$ cat config.mk
export PLATFORM = sky130hd
export DESIGN_NAME = ccr_core_regs
export DESIGN_NICKNAME = d
export VERILOG_FILES = /design/src/verilog/ccr_core_regs.v
export VERILOG_INCLUDE_DIRS = /design/src /design/src/verilog
export SDC_FILE = /design/constraint.sdc
export NUM_CORES = 1
export LEC_CHECK = 0
export BUFFER_PORTS_ARGS = -buffer_cell sky130_fd_sc_hd__buf_4
export CAP_MARGIN = 5
export CELL_PAD_IN_SITES_DETAIL_PLACEMENT = 1
export CELL_PAD_IN_SITES_GLOBAL_PLACEMENT = 1
export CORE_UTILIZATION = 38
export DETAILED_ROUTE_END_ITERATION = 10
export PLACE_DENSITY_LB_ADDON = 0.1
export SLEW_MARGIN = 20
export SYNTH_ARGS = -nofsm -noshare
export SYNTH_HDL_FRONTEND = slang
export SYNTH_SLANG_ARGS = --single-unit
$ cat constraint.sdc
create_clock -name clock -period 2.2 [get_ports clock]
set_clock_uncertainty 0.2 [all_clocks]
set_input_delay 0.44 -clock clock [delete_from_list [all_inputs] [get_ports clock]]
set_output_delay 0.44 -clock clock [all_outputs]
set_load 0.02 [all_outputs]
$ cat src/verilog/ccr_core_regs.vh
// constants for the core working registers and condition flags
`ifndef CCR_CORE_REGS_VH
`define CCR_CORE_REGS_VH

// operation codes from the instruction decoder
`define CCR_OP_W          5
`define CCR_OP_NOP        5'h00
`define CCR_OP_LOAD_IMM   5'h01
`define CCR_OP_ADD        5'h02
`define CCR_OP_SUB        5'h03
`define CCR_OP_AND        5'h04
`define CCR_OP_OR         5'h05
`define CCR_OP_XOR        5'h06
`define CCR_OP_NEQ_TEST   5'h07
`define CCR_OP_COMPARE    5'h08
`define CCR_OP_ROT_LEFT   5'h09
`define CCR_OP_ROT_RIGHT  5'h0A
`define CCR_OP_PROT_LEFT  5'h0B
`define CCR_OP_PROT_RIGHT 5'h0C
`define CCR_OP_SET_CARRY  5'h0D
`define CCR_OP_CLR_CARRY  5'h0E
`define CCR_OP_SET_SWAP   5'h0F
`define CCR_OP_CLR_SWAP   5'h10
`define CCR_OP_WR_PAIR_A  5'h11
`define CCR_OP_WR_PAIR_B  5'h12
`define CCR_OP_TO_PAIR_A  5'h13
`define CCR_OP_TO_PAIR_B  5'h14
`define CCR_OP_FROM_PAIR_A 5'h15
`define CCR_OP_FROM_PAIR_B 5'h16
`define CCR_OP_BRANCH     5'h17

// software register port indexes
`define CCR_ADDR_W        3
`define CCR_ADDR_WORK     3'h0
`define CCR_ADDR_ROW      3'h1
`define CCR_ADDR_COL      3'h2
`define CCR_ADDR_TABLE    3'h3
`define CCR_ADDR_PERIPH   3'h4
`define CCR_ADDR_FLAGS    3'h5

// flag register bit positions
`define CCR_FLAG_SWAP     0
`define CCR_FLAG_CARRY    1
`define CCR_FLAG_BRANCH   2

// reset value of the pair swap flag
`define CCR_SWAP_RESET    1'b0

`endif

$ cat src/verilog/ccr_core_regs.v
// working nibble, pointer registers and condition flags of the core
//
// Notes on behaviour
// - 4-bit work nibble: operands, results, rotate, transfers
// - work nibble has no reset value
// - row register alone or with column as pointer
// - row, column, table, periph registers not reset
// - table register general or ROM table address
// - periph register general or peripheral number
// - swap flag picks row/column or table/periph
// - set-swap sets, clear-swap clears swap flag
// - reset clears swap flag
// - addition writes carry out to carry flag
// - subtraction writes inverted borrow to carry
// - rotates go through carry with a register
// - set-carry forces 1, clear-carry forces 0
// - carry held to next instruction, not reset
// - carry-producing ops copy carry to branch flag
// - zero logic or not-equal result clears branch
// - zero compare result clears branch flag
// - all other executed ops set branch flag
// - branch taken when branch flag is one
// - branch flag held to next instruction
// - branch flag has no reset value
//
// limitations and intent:
// - only the pair swap flag and the read port have a reset; every
//   other register powers up unknown, so software must load it first
// - an executing op always beats a software write in the same cycle;
//   the software write is then lost, not delayed to a later cycle
// - unknown op codes behave as a no-op that sets the branch flag
// - rotates of another register use pair a, steered by the swap flag
// - the pointer outputs are plain register copies, so the ram, rom
//   and peripheral sides see a change one edge after the op
// - reads have no side effects; polling the flags never moves them
// - the swap flag only steers ops that come after the swap op
//
// Decided for this implementation: the address-and-strobe port and the address map.

`include "ccr_core_regs.vh"

module ccr_core_regs (
   // clock and reset
   input  wire                   clock,
   input  wire                   arst_n,
   // instruction decoder
   input  wire                   op_valid,
   input  wire [`CCR_OP_W-1:0]   op_code,
   input  wire [3:0]             op_data,
   // software register port
   input  wire [`CCR_ADDR_W-1:0] sw_addr,
   input  wire [3:0]             sw_wdata,
   input  wire                   sw_write,
   input  wire                   sw_read,
   output reg  [3:0]             sw_rdata,
   // register and flag state
   output reg  [3:0]             work_nibble,
   output reg                    pair_swap_flag,
   output reg                    carry_flag,
   output reg                    branch_cond_flag,
   // pointers towards ram, rom and peripherals
   output wire [7:0]             ram_addr,
   output wire [3:0]             rom_table_nib,
   output wire [3:0]             periph_reg_n,
   output wire [3:0]             pair_a_value,
   output wire [3:0]             pair_b_value,
   output wire                   branch_take
);

   // pointer registers, no reset by design
   reg  [3:0] ram_row;
   reg  [3:0] ram_col;
   reg  [3:0] table_reg;
   reg  [3:0] periph_sel;

   // next values of the execution step
   reg  [3:0] next_work;
   reg        next_carry;
   reg        next_branch;
   reg        next_swap;
   reg  [3:0] next_pair_a;
   reg  [3:0] next_pair_b;
   reg        work_we;
   reg        pair_a_we;
   reg        pair_b_we;
   reg  [4:0] sum;

   // 4-bit add with carry in, carry out in bit 4
   // one function so add, subtract and compare share one carry chain
   function [4:0] nib_add;
      input [3:0] a;
      input [3:0] b;
      input       cin;
      begin
         nib_add = {1'b0, a} + {1'b0, b} + {4'h0, cin};
      end
   endfunction

   // pick one member of a register pair by the swap flag
   // used for both pair members so the two can never disagree
   function [3:0] pair_pick;
      input       swap;
      input [3:0] plain_reg;
      input [3:0] alt_reg;
      begin
         pair_pick = swap ? alt_reg : plain_reg;
      end
   endfunction

   // nonzero test of a logic or compare result, zero clears branch
   function nib_nonzero;
      input [3:0] v;
      begin
         nib_nonzero = |v;
      end
   endfunction

   // software write aimed at one index; an executing op blocks it, so
   // a write that collides with an instruction is dropped, not queued
   function sw_hit;
      input                   wr;
      input                   busy;
      input [`CCR_ADDR_W-1:0] addr;
      input [`CCR_ADDR_W-1:0] idx;
      begin
         sw_hit = wr && !busy && (addr == idx);
      end
   endfunction

   // decoded software writes, one per register index
   wire       wr_work;
   wire       wr_row;
   wire       wr_col;
   wire       wr_table;
   wire       wr_periph;
   wire       wr_flags;
   assign wr_work   = sw_hit(sw_write, op_valid, sw_addr, `CCR_ADDR_WORK);
   assign wr_row    = sw_hit(sw_write, op_valid, sw_addr, `CCR_ADDR_ROW);
   assign wr_col    = sw_hit(sw_write, op_valid, sw_addr, `CCR_ADDR_COL);
   assign wr_table  = sw_hit(sw_write, op_valid, sw_addr, `CCR_ADDR_TABLE);
   assign wr_periph = sw_hit(sw_write, op_valid, sw_addr, `CCR_ADDR_PERIPH);
   assign wr_flags  = sw_hit(sw_write, op_valid, sw_addr, `CCR_ADDR_FLAGS);

   assign pair_a_value  = pair_pick(pair_swap_flag, ram_row, table_reg);
   assign pair_b_value  = pair_pick(pair_swap_flag, ram_col, periph_sel);
   assign ram_addr      = {ram_row, ram_col};
   assign rom_table_nib = table_reg;
   assign periph_reg_n  = periph_sel;
   // decoder uses this to branch or fall through
   assign branch_take   = branch_cond_flag;

   // execution step: results and flags of one instruction
   // defaults hold every register and set the branch flag; items
   // override, and the write enables gate the register processes
   always @* begin
      next_work   = work_nibble;
      next_carry  = carry_flag;
      next_branch = 1'b1;
      next_swap   = pair_swap_flag;
      next_pair_a = pair_a_value;
      next_pair_b = pair_b_value;
      work_we     = 1'b0;
      pair_a_we   = 1'b0;
      pair_b_we   = 1'b0;
      sum         = 5'h00;
      case (op_code)
         `CCR_OP_LOAD_IMM: begin
            next_work = op_data;
            work_we   = 1'b1;
         end
         `CCR_OP_ADD: begin
            sum         = nib_add(work_nibble, op_data, 1'b0);
            next_work   = sum[3:0];
            next_carry  = sum[4];
            next_branch = sum[4];
            work_we     = 1'b1;
         end
         `CCR_OP_SUB: begin
            // a - b as a + ~b + 1: bit 4 is the inverted borrow
            sum         = nib_add(work_nibble, ~op_data, 1'b1);
            next_work   = sum[3:0];
            next_carry  = sum[4];
            next_branch = sum[4];
            work_we     = 1'b1;
         end
         `CCR_OP_AND: begin
            // logic ops keep carry; branch tells a zero result
            next_work   = work_nibble & op_data;
            next_branch = nib_nonzero(next_work);
            work_we     = 1'b1;
         end
         `CCR_OP_OR: begin
            next_work   = work_nibble | op_data;
            next_branch = nib_nonzero(next_work);
            work_we     = 1'b1;
         end
         `CCR_OP_XOR: begin
            next_work   = work_nibble ^ op_data;
            next_branch = nib_nonzero(next_work);
            work_we     = 1'b1;
         end
         `CCR_OP_NEQ_TEST: begin
            // test only, the work nibble keeps its value
            next_branch = nib_nonzero(work_nibble ^ op_data);
         end
         `CCR_OP_COMPARE: begin
            // difference is only tested, carry is left alone
            sum         = nib_add(work_nibble, ~op_data, 1'b1);
            next_branch = nib_nonzero(sum[3:0]);
         end
         // rotate through carry: the bit shifted out lands in carry
         `CCR_OP_ROT_LEFT: begin
            next_work   = {work_nibble[2:0], carry_flag};
            next_carry  = work_nibble[3];
            next_branch = work_nibble[3];
            work_we     = 1'b1;
         end
         `CCR_OP_ROT_RIGHT: begin
            next_work   = {carry_flag, work_nibble[3:1]};
            next_carry  = work_nibble[0];
            next_branch = work_nibble[0];
            work_we     = 1'b1;
         end
         // pair a follows the swap flag, so one op serves both pairs
         `CCR_OP_PROT_LEFT: begin
            next_pair_a = {pair_a_value[2:0], carry_flag};
            next_carry  = pair_a_value[3];
            next_branch = pair_a_value[3];
            pair_a_we   = 1'b1;
         end
         `CCR_OP_PROT_RIGHT: begin
            next_pair_a = {carry_flag, pair_a_value[3:1]};
            next_carry  = pair_a_value[0];
            next_branch = pair_a_value[0];
            pair_a_we   = 1'b1;
         end
         // carry forcing counts as carry-producing: branch follows
         `CCR_OP_SET_CARRY: begin
            next_carry  = 1'b1;
            next_branch = 1'b1;
         end
         `CCR_OP_CLR_CARRY: begin
            next_carry  = 1'b0;
            next_branch = 1'b0;
         end
         `CCR_OP_SET_SWAP:  next_swap = 1'b1;
         `CCR_OP_CLR_SWAP:  next_swap = 1'b0;
         // pair writes and transfers leave carry untouched
         `CCR_OP_WR_PAIR_A: begin
            next_pair_a = op_data;
            pair_a_we   = 1'b1;
         end
         `CCR_OP_WR_PAIR_B: begin
            next_pair_b = op_data;
            pair_b_we   = 1'b1;
         end
         `CCR_OP_TO_PAIR_A: begin
            next_pair_a = work_nibble;
            pair_a_we   = 1'b1;
         end
         `CCR_OP_TO_PAIR_B: begin
            next_pair_b = work_nibble;
            pair_b_we   = 1'b1;
         end
         `CCR_OP_FROM_PAIR_A: begin
            next_work = pair_a_value;
            work_we   = 1'b1;
         end
         `CCR_OP_FROM_PAIR_B: begin
            next_work = pair_b_value;
            work_we   = 1'b1;
         end
         // the decoder reads branch_take for the branch op itself
         default: begin
            // nop and branch touch nothing but the branch flag
            next_work = work_nibble;
         end
      endcase
   end

   // swap flag: the only flag with a reset value
   // a software write cannot race a set or clear op: the op wins
   always @(posedge clock or negedge arst_n) begin
      if (!arst_n) begin
         pair_swap_flag <= `CCR_SWAP_RESET;
      end else if (op_valid) begin
         pair_swap_flag <= next_swap;
      end else if (wr_flags) begin
         pair_swap_flag <= sw_wdata[`CCR_FLAG_SWAP];
      end
   end

   // carry and branch flags: no reset, change when an op executes or on a flags index write
   // software may preload both flags through the flags index
   always @(posedge clock) begin
      if (op_valid) begin
         carry_flag       <= next_carry;
         branch_cond_flag <= next_branch;
      end else if (wr_flags) begin
         carry_flag       <= sw_wdata[`CCR_FLAG_CARRY];
         branch_cond_flag <= sw_wdata[`CCR_FLAG_BRANCH];
      end
   end
   // the flags above stay unknown until first written

   // work nibble: no reset, op wins over a software write
   // even an op that leaves the nibble alone blocks the write
   always @(posedge clock) begin
      if (op_valid && work_we) begin
         work_nibble <= next_work;
      end else if (wr_work) begin
         work_nibble <= sw_wdata;
      end
   end

   // ram row: general register or high half of the ram pointer; only
   // written by ops while the swap flag selects the row/column pair
   always @(posedge clock) begin
      if (op_valid && pair_a_we && !pair_swap_flag) begin
         ram_row <= next_pair_a;
      end else if (wr_row) begin
         ram_row <= sw_wdata;
      end
   end

   // ram column: general register or low half of the ram pointer,
   // steered like the row, as the other member of the pair
   always @(posedge clock) begin
      if (op_valid && pair_b_we && !pair_swap_flag) begin
         ram_col <= next_pair_b;
      end else if (wr_col) begin
         ram_col <= sw_wdata;
      end
   end

   // table register: general or rom table address nibble; only
   // written by ops while the swap flag selects the alternate pair
   always @(posedge clock) begin
      if (op_valid && pair_a_we && pair_swap_flag) begin
         table_reg <= next_pair_a;
      end else if (wr_table) begin
         table_reg <= sw_wdata;
      end
   end

   // periph select: general or peripheral register number; shares
   // its steering with the table register
   always @(posedge clock) begin
      if (op_valid && pair_b_we && pair_swap_flag) begin
         periph_sel <= next_pair_b;
      end else if (wr_periph) begin
         periph_sel <= sw_wdata;
      end
   end

   // read data stands one cycle after the strobe, zero otherwise
   // returning zero between reads keeps stale data off the port
   always @(posedge clock or negedge arst_n) begin
      if (!arst_n) begin
         sw_rdata <= 4'h0;
      end else if (sw_read) begin
         case (sw_addr)
            `CCR_ADDR_WORK:   sw_rdata <= work_nibble;
            `CCR_ADDR_ROW:    sw_rdata <= ram_row;
            `CCR_ADDR_COL:    sw_rdata <= ram_col;
            `CCR_ADDR_TABLE:  sw_rdata <= table_reg;
            `CCR_ADDR_PERIPH: sw_rdata <= periph_sel;
            // bit 3 of the flags word is unused and reads zero
            `CCR_ADDR_FLAGS:  sw_rdata <= {1'b0, branch_cond_flag,
                                           carry_flag, pair_swap_flag};
            // unmapped indexes read zero so nothing leaks out
            default:          sw_rdata <= 4'h0;
         endcase
      end else begin
         sw_rdata <= 4'h0;
      end
   end

endmodule // ccr_core_regs

==> PnR_summary.wiki, run 1 <==
{| class="wikitable"
! Metric !! Value
|-
| Std-Cell Rows || 30
|-
| Min Tclk post-route || 2.43 ns
|-
| Synthesized instance count || 313
|-
| Leakage || 1.77 nW
|-
| Number of CTS-inserted buffers || 3
|-
| Port Buf Inserts || 56
|-
| RSZ-0062 raised after global routing || true
|-
| CP cell instances || inv_2 > ha_4 > a21oi_2 > o21bai_1 > a221o_1 > a2111oi_4 > a222oi_1
|-
| Number of flops mapped to enable cells by yosys || 22
|-
| Share of final-layout standard cells stronger than drive strength 1 || 45.1%
|-
| Initial antenna violation count || 0
|-
| Primary FF master, synth || sky130_fd_sc_hd__edfxtp_1
|-
| Clock tree from TritonCTS || done
|-
| Worst Setup Slack, final || -0.229 ns
|-
| Multi-input gate area || 0.00192 sq mm
|-
| Count of vias placed by the detailed router || 3,306
|-
| Cell Area, Synth || 0.00280 sq mm
|-
| Largest net degree at the start of global routing || 19
|-
| Net count of the finished layout || 477
|-
| Worst-path cell with the longest stage delay || sky130_fd_sc_hd__edfxtp_1
|-
| Starting density of the core || 40.3%
|-
| Flops & latches, synth || 27
|-
| Largest cells by area after synthesis || sky130_fd_sc_hd__edfxtp_1 (24%), sky130_fd_sc_hd__ha_1 (5.4%), sky130_fd_sc_hd__mux2_2 (4.8%)
|-
| Worst slew margin relative to its limit || 52.9%
|-
| Avg Cell Area, Syn || 8.95 sq um
|-
| Number of warnings printed during yosys synthesis || 0
|-
| Die X || 87.9 um
|-
| Clk sinks || 27
|-
| Fraction of synthesis flops using an asynchronous set or reset pin || 18.5%
|-
| Final TNS setup || -0.903 ns
|-
| Register area || 786 sq um
|-
| Library cell used as clock root buffer || sky130_fd_sc_hd__clkbuf_8
|-
| Clock transition at the registers of the reported paths || 0.11 ns
|-
| WL final || 13.0 mm
|-
| Total half-perimeter wirelength after legalization and detailed placement || 10.4 mm
|-
| Stage delay of the slowest cell on the critical path || 0.51 ns
|-
| CP Data Arrival Time || 2.26 ns
|-
| HP Class || in -> reg
|-
| Wire per inst || 24.1 um
|-
| Count of distinct cell types in the synthesized netlist || 61
|-
| Area leader, netlist || sky130_fd_sc_hd__edfxtp_1
|-
| Initial DRT Pass Iterations || 5
|-
| Die height || 87.9 um
|-
| Std-Cell Core Area || 0.00694 sq mm
|-
| Endpoint class of the critical path || register
|-
| Total of endpoints with negative setup slack in the final report || 5
|-
| I/O Pins || 57
|-
| Ranking of synthesized cells by instance count || sky130_fd_sc_hd__inv_1 (27), sky130_fd_sc_hd__edfxtp_1 (22), sky130_fd_sc_hd__nor2_1 (20), sky130_fd_sc_hd__a21oi_1 (14), sky130_fd_sc_hd__nand2_1 (13)
|-
| Biggest fanout along the worst timing path || 5
|-
| H-tree depth || 1
|-
| Area fraction of the dominant cell type after synthesis || 23.6%
|-
| Sum of overflow across all layers after global routing || 0
|-
| Sequential cell area fraction in the yosys report || 28.0%
|-
| Number of hold violations in the final report || 0
|-
| Failing checks || setup timing
|-
| Clock latency on the worst-skew pair || 0.28 ns
|-
| Type of the worst setup path || reg -> reg
|-
| Gp weighted congestion || 0.937
|-
| Global-route wire length before repair || 19.5 mm
|-
| Status || finished with violations
|-
| Net count of the mapped netlist || 348
|-
| Post-synthesis to final-layout area growth || 46.4%
|-
| Cell Pwr Density || 395 mW/mm^2
|-
| Total routing usage reported by global routing || 34.8%
|-
| Number of diodes || 0
|-
| Remaining number of nets flagged by the antenna check after routing || 0
|-
| Number of pins exceeding their max-slew limit in the final report || 0
|-
| Count leader, synth || sky130_fd_sc_hd__inv_1
|-
| Worst Max-Slew Pin Slew || 0.699 ns
|-
| Critical Path RT || 2.03 ns
|-
| Fill cell instance count of the final layout || 839
|-
| Maximum buffer depth of the clock tree || 2
|-
| Remaining DRCs || 0
|-
| Largest voltage drop on the vdd net || 0.000257 V
|-
| Average via count per standard cell || 6.16
|-
| Startpoint types || register
|-
| Max Cap Viol || 0
|-
| Fmax || 412 MHz
|-
| Via count of the first global-routing pass || 3,315
|-
| DIE AREA || 0.00772 sq mm
|-
| Iter 0 DRT Violations || 332
|-
| Total power || 1.62 mW
|-
| Period utilization || 110%
|}
final cells by class:
type                    count  share of cell area [%]
multi-input cells         237                    46.9
repair buffers            145                    27.3
flip-flops and latches     27                    19.2
well taps                  96                    2.93
inverters                  28                    2.56
clock buffers               3                    1.01
clock inverters             1                   0.183
worst max-delay path: cells and delay by family (launching register included):
kind | cells | cell delay [ns]
buffers and inverters | 1 | 0.14
adder cells (fa/ha/maj) | 1 | 0.22
AO/OA/AOI/OAI | 5 | 1.09
flip-flops | 1 | 0.51
layout by cell type (no fill, tap or decap), types with 3 or more instances in the layout:
cell type / n
sky130_fd_sc_hd__buf_4: 141
sky130_fd_sc_hd__inv_1: 22
sky130_fd_sc_hd__edfxtp_1: 22
sky130_fd_sc_hd__nor2_1: 19
sky130_fd_sc_hd__nand2_1: 13
sky130_fd_sc_hd__mux2_2: 12
sky130_fd_sc_hd__nand2b_1: 11
sky130_fd_sc_hd__nor2b_1: 10
sky130_fd_sc_hd__a22oi_1: 10
sky130_fd_sc_hd__mux2i_1: 9
sky130_fd_sc_hd__o22ai_1: 9
sky130_fd_sc_hd__a21oi_1: 9
sky130_fd_sc_hd__nor3_1: 9
sky130_fd_sc_hd__o21ai_0: 9
sky130_fd_sc_hd__nand3_1: 7
sky130_fd_sc_hd__ha_1: 7
sky130_fd_sc_hd__a221o_1: 6
sky130_fd_sc_hd__inv_2: 6
sky130_fd_sc_hd__a21oi_2: 5
sky130_fd_sc_hd__dfrtp_1: 5
sky130_fd_sc_hd__nand4_1: 4
sky130_fd_sc_hd__a211oi_1: 4
sky130_fd_sc_hd__mux2_4: 4
sky130_fd_sc_hd__a31oi_1: 4
sky130_fd_sc_hd__o31ai_1: 4
sky130_fd_sc_hd__o21ai_1: 3
sky130_fd_sc_hd__or3_1: 3
sky130_fd_sc_hd__and3_1: 3
sky130_fd_sc_hd__o21bai_1: 3
sky130_fd_sc_hd__ha_2: 3
sky130_fd_sc_hd__clkbuf_8: 3
stage by stage:
| stage | std cells | instance area, sq um | setup slack, ns | hold slack (ns) | util (%) |
|---|---|---|---|---|---|
| 3_3_place_gp | 529 | 3910 | -0.223 | 0.0439 | 56.3 |
| 4_1_cts | 536 | 4050 | -0.181 | 0.226 | 58.4 |
| 3_5_place_dp | 529 | 3910 | -0.336 | 0.0470 | 56.3 |
| 2_1_floorplan | 313 | 2840 | -0.162 | -0.0556 | - |
| 5_1_grt | 537 | 4100 | -0.308 | 0.218 | 59.1 |
| 6_report | 537 | 4100 | -0.229 | 0.225 | 59.1 |
state kept, by name, summed over array words and instances, names as in the netlist:
register / cells
periph_reg_n: 4
work_nibble: 4
pair_swap_flag: 1
rom_table_nib: 4
branch_cond_flag: 1
ram_col: 4
carry_flag: 1
sw_rdata: 4
ram_row: 4
worst paths after layout:
| path | startpoint | end | slack, ns | cells after the start |
|---|---|---|---|---|
| worst max-delay path | work_nibble[1] | work_nibble[3] | -0.23 | 7 |
| worst min-delay path | sw_read | sw_rdata[2] | 0.23 | 2 |
| worst max register to register | work_nibble[1] | work_nibble[3] | -0.23 | 7 |
| worst min register to register | periph_reg_n[3] | sw_rdata[3] | 0.42 | 2 |
| max in group asynchronous | arst_n | sw_rdata[3] | 1.42 | 2 |
| min in group asynchronous | arst_n | sw_rdata[2] | 0.28 | 2 |
per-layer routing:
metal  vias up  track usage [%]  wire [um]
met5         -                0          0
met4         0             8.35        245
met3        25             4.90        969
met2       174             55.8       6090
met1      1659             49.3       5660
li1       1448                -          -
logic make-up (layout without fill, tap and decap cells):
logic type | count (synthesis) | after routing | synth area share [%]
adders and majority gates | 14 | 14 | 6.79
AOI/OAI and AO/OA | 95 | 95 | 25.1
buffers and inverters | 49 | 177 | 8.17
muxes | 29 | 29 | 12.5
and+or+nand+nor | 95 | 95 | 18.1
xor gates and xnor gates | 4 | 4 | 1.25
DFF | 27 | 27 | 28.0
repair_timing:
action	CTS	global route
gates cloned	0	0
endpoints found under the setup margin	5	8
setup buffers	2	1
pin swaps	10	6
resized for setup	14	10
endpoints found under the hold margin	5	0
hold buffers	1	0
power breakdown:
| group | leakage [nW] | internal [mW] | switching, mW |
|---|---|---|---|
| clock network | 0.0217 | 0.129 | 0.175 |
| registers | 0.263 | 0.579 | 0.0214 |
| logic | 1.48 | 0.328 | 0.389 |
| total | 1.77 | 1.04 | 0.585 |
Note: power is estimated with default switching activity, not from simulation.
==> run 2, diff against run 1 <==
==> constraint.sdc (replaced) <==
create_clock -name clock -period 2.2 [get_ports clock]
set_clock_uncertainty 0.2 [all_clocks]
set_input_delay 0.44 -clock clock [delete_from_list [all_inputs] [get_ports clock]]
set_output_delay 0.44 -clock clock [all_outputs]
set_load 0.01 [all_outputs]
==> run 2 against run 1 <==
Net effect:
- critical endpoint unchanged
- maximum frequency shrank 0.99%
- register-to-register slack got worse by 0.02 ns
- via count up 0.64%
- core utilization up 1.7 points
- routed wire length down 1.3%
- highest routed layer unchanged
- count of clock-buffer cells in the layout did not move
- the flow still finishes with violations (setup timing)
- die area did not move
- global-route usage fell by 1.5 points
- flip-flop and latch count stayed put
==> PnR_summary.wiki, run 2 (same netlist as run 1, synthesis figures left out) <==
{| class="wikitable"
! Metric !! Value
|-
| Status || finished with violations
|-
| Failing checks || setup timing
|-
| Initial antenna violation count || 0 (unchanged)
|-
| Clock latency on the worst-skew pair || 0.29 ns (about the same)
|-
| Starting density of the core || 40.3% (unchanged)
|-
| Maximum buffer depth of the clock tree || 2 (unchanged)
|-
| Largest voltage drop on the vdd net || 0.000199 V (-22%)
|-
| Worst-path cell with the longest stage delay || sky130_fd_sc_hd__edfxtp_1
|-
| Finished Cell Area || 0.00422 sq mm (+2.9%)
|-
| CP cell instances || buf_6 > ha_4 > buf_6 > a21oi_4 > o21bai_4 > a221o_1 > a2111oi_2 > a222oi_1
|-
| Delay-heaviest family, CP || compound AO/OA/AOI/OAI gates
|-
| Die height || 87.9 um (unchanged)
|-
| Port Buf Inserts || 56 (unchanged)
|-
| Minimum setup slack among reg-to-reg paths || -0.25 ns (-0.02 ns)
|-
| Largest net degree at the start of global routing || 17 (-2)
|-
| Remaining DRCs || 0 (unchanged)
|-
| Iter 0 DRT Violations || 340 (+2.4%)
|-
| Total routing usage reported by global routing || 33.3% (-1.5 points)
|-
| RSZ-0062 raised after global routing || true
|-
| Period utilization || 111% (+1.1 points)
|-
| Critical Path RT || 2.03 ns (about the same)
|-
| Reg-to-Reg Start || work_nibble[0]
|-
| Global-route wire length before repair || 18.6 mm (-4.5%)
|-
| Number of CTS-inserted buffers || 3 (unchanged)
|-
| DIE AREA || 0.00772 sq mm (unchanged)
|-
| Number of cells traversed by the worst register-to-register path || 8 (+1)
|-
| Clock transition at the registers of the reported paths || 0.12 ns (about the same)
|-
| Fill cell instance count of the final layout || 808 (-3.7%)
|-
| Number of hold violations in the final report || 0 (unchanged)
|-
| End of the critical path || work_nibble[3]
|-
| Worst slew margin relative to its limit || 33.6% (-19 points)
|-
| Total of endpoints with negative setup slack in the final report || 5 (unchanged)
|-
| Stage delay of the slowest cell on the critical path || 0.47 ns (-0.04 ns)
|-
| Biggest fanout along the worst timing path || 3 (-2)
|-
| Wire per inst || 23.4 um (-3.2%)
|-
| Total half-perimeter wirelength after legalization and detailed placement || 10.2 mm (-1.5%)
|-
| CP Data Arrival Time || 2.28 ns (+0.02 ns)
|-
| Worst Setup Slack, final || -0.253 ns (-0.0242 ns)
|-
| Cell count of the worst hold path || 2 (unchanged)
|-
| Placed Area || 0.00396 sq mm (+1.3%)
|-
| Max Cap Viol || 0 (unchanged)
|-
| Critical path origin || work_nibble[0]
|-
| Sum of overflow across all layers after global routing || 0 (unchanged)
|-
| Startpoint types || register
|-
| Std-Cell Rows || 30 (unchanged)
|-
| Leading cell type in the layout, fill and taps excluded || sky130_fd_sc_hd__buf_4
|-
| Clock tree from TritonCTS || done
|-
| Fmax || 408 MHz (-0.99%)
|-
| Commonest non-fill, non-tap cells in the layout || sky130_fd_sc_hd__buf_4 (150), sky130_fd_sc_hd__inv_1 (22), sky130_fd_sc_hd__edfxtp_1 (22)
|-
| Reg-to-Reg End || work_nibble[3]
|-
| Via count of the first global-routing pass || 3,228 (-2.6%)
|-
| Cell occurring most often along the worst timing path || sky130_fd_sc_hd__buf_6
|-
| Share of final-layout standard cells stronger than drive strength 1 || 47.3% (+2.2 points)
|-
| WL final || 12.8 mm (-1.3%)
|-
| Remaining number of nets flagged by the antenna check after routing || 0 (unchanged)
|-
| I/O Pins || 57 (unchanged)
|-
| Gp weighted congestion || 0.976 (+4.2%)
|-
| Number of standard cells in the final layout excluding fillers || 548 (+2.0%)
|-
| Critical path depth in cells || 8 (+1)
|-
| Min Tclk post-route || 2.45 ns (+0.0242 ns)
|-
| Type of the worst setup path || reg -> reg
|-
| H-tree depth || 1 (unchanged)
|-
| Cell Pwr Density || 385 mW/mm^2 (-2.8%)
|-
| Post-synthesis to final-layout area growth || 50.6%
|-
| Endpoint class of the critical path || register
|-
| Library cell used as clock root buffer || sky130_fd_sc_hd__clkbuf_8
|-
| Initial DRT Pass Iterations || 5 (unchanged)
|-
| Std-Cell Core Area || 0.00694 sq mm (unchanged)
|-
| Clk sinks || 27 (unchanged)
|-
| Count of buffering cells on the critical path with inverters included || 2 (+1)
|-
| Average via count per standard cell || 6.07 (-1.4%)
|-
| Count of vias placed by the detailed router || 3,327 (+0.64%)
|-
| Worst Max-Slew Pin Slew || 0.987 ns (+0.289 ns)
|-
| Net count of the finished layout || 488 (+2.3%)
|-
| Total power || 1.62 mW (about the same)
|-
| HP Class || in -> reg
|-
| Number of placed instances, taps included || 536 (+1.3%)
|-
| Share of the core filled with cells in the final layout || 60.8% (+1.7 points)
|-
| Number of diodes || 0 (unchanged)
|-
| Number of pins exceeding their max-slew limit in the final report || 0 (unchanged)
|-
| Die X || 87.9 um (unchanged)
|-
| Leakage || 1.80 nW (+1.9%)
|}
## run 2: stage by stage
step	hold WS (ns)	worst slack (ns)	TNS, ns
2_1_floorplan	-0.0556	-0.0917	-0.233
3_3_place_gp	0.0431	-0.247	-4.72
3_5_place_dp	0.0456	-0.325	-6.22
4_1_cts	0.197	-0.165	-1.27
5_1_grt	0.207	-0.287	-1.13
6_report	0.197	-0.253	-0.799
## run 2: how the worst min path moves through the flow
| stage | from | to | slack [ns] |
|---|---|---|---|
| after detailed placement | arst_n | sw_rdata[3] | 0.05 |
| final | sw_read | sw_rdata[2] | 0.20 |
| after global routing | sw_read | sw_rdata[2] | 0.21 |
| after floorplan | arst_n | pair_swap_flag | -0.06 |
| after CTS | sw_read | sw_rdata[2] | 0.20 |
| after global placement | arst_n | sw_rdata[2] | 0.04 |
## run 2: report_power, final
part	internal, mW	switching (mW)
registers	0.579	0.0229
clock network	0.129	0.183
logic	0.342	0.366
total	1.05	0.572
## run 2: area by class of cell
type / instances / area (sq um) / share of cell area [%]
multi-input cells: 237 / 1950 / 46.2
clock inverters: 1 / 7.51 / 0.178
flip-flops and latches: 27 / 787 / 18.6
clock buffers: 3 / 41.3 / 0.978
well taps: 96 / 120 / 2.85
inverters: 28 / 105 / 2.49
repair buffers: 156 / 1210 / 28.7
## run 2: what timing repair did
action | CTS | global route
pin swaps | 10 | 3
endpoints found under the hold margin | 5 | 0
hold buffers | 1 | 0
setup buffers | 5 | 4
endpoints found under the setup margin | 17 | 23
resized for setup | 15 | 19
## run 2: metal layers
metal  routed length, um  GRT usage [%]  part of all wire, %  vias up
met1                5430           46.9                   42     1654
li1                    -              -                    -     1466
met3                1220           5.84                  9.5       20
met2                5940           53.9                   46      187
met5                   0              0                    0        -
met4                 210           5.81                  1.6        0
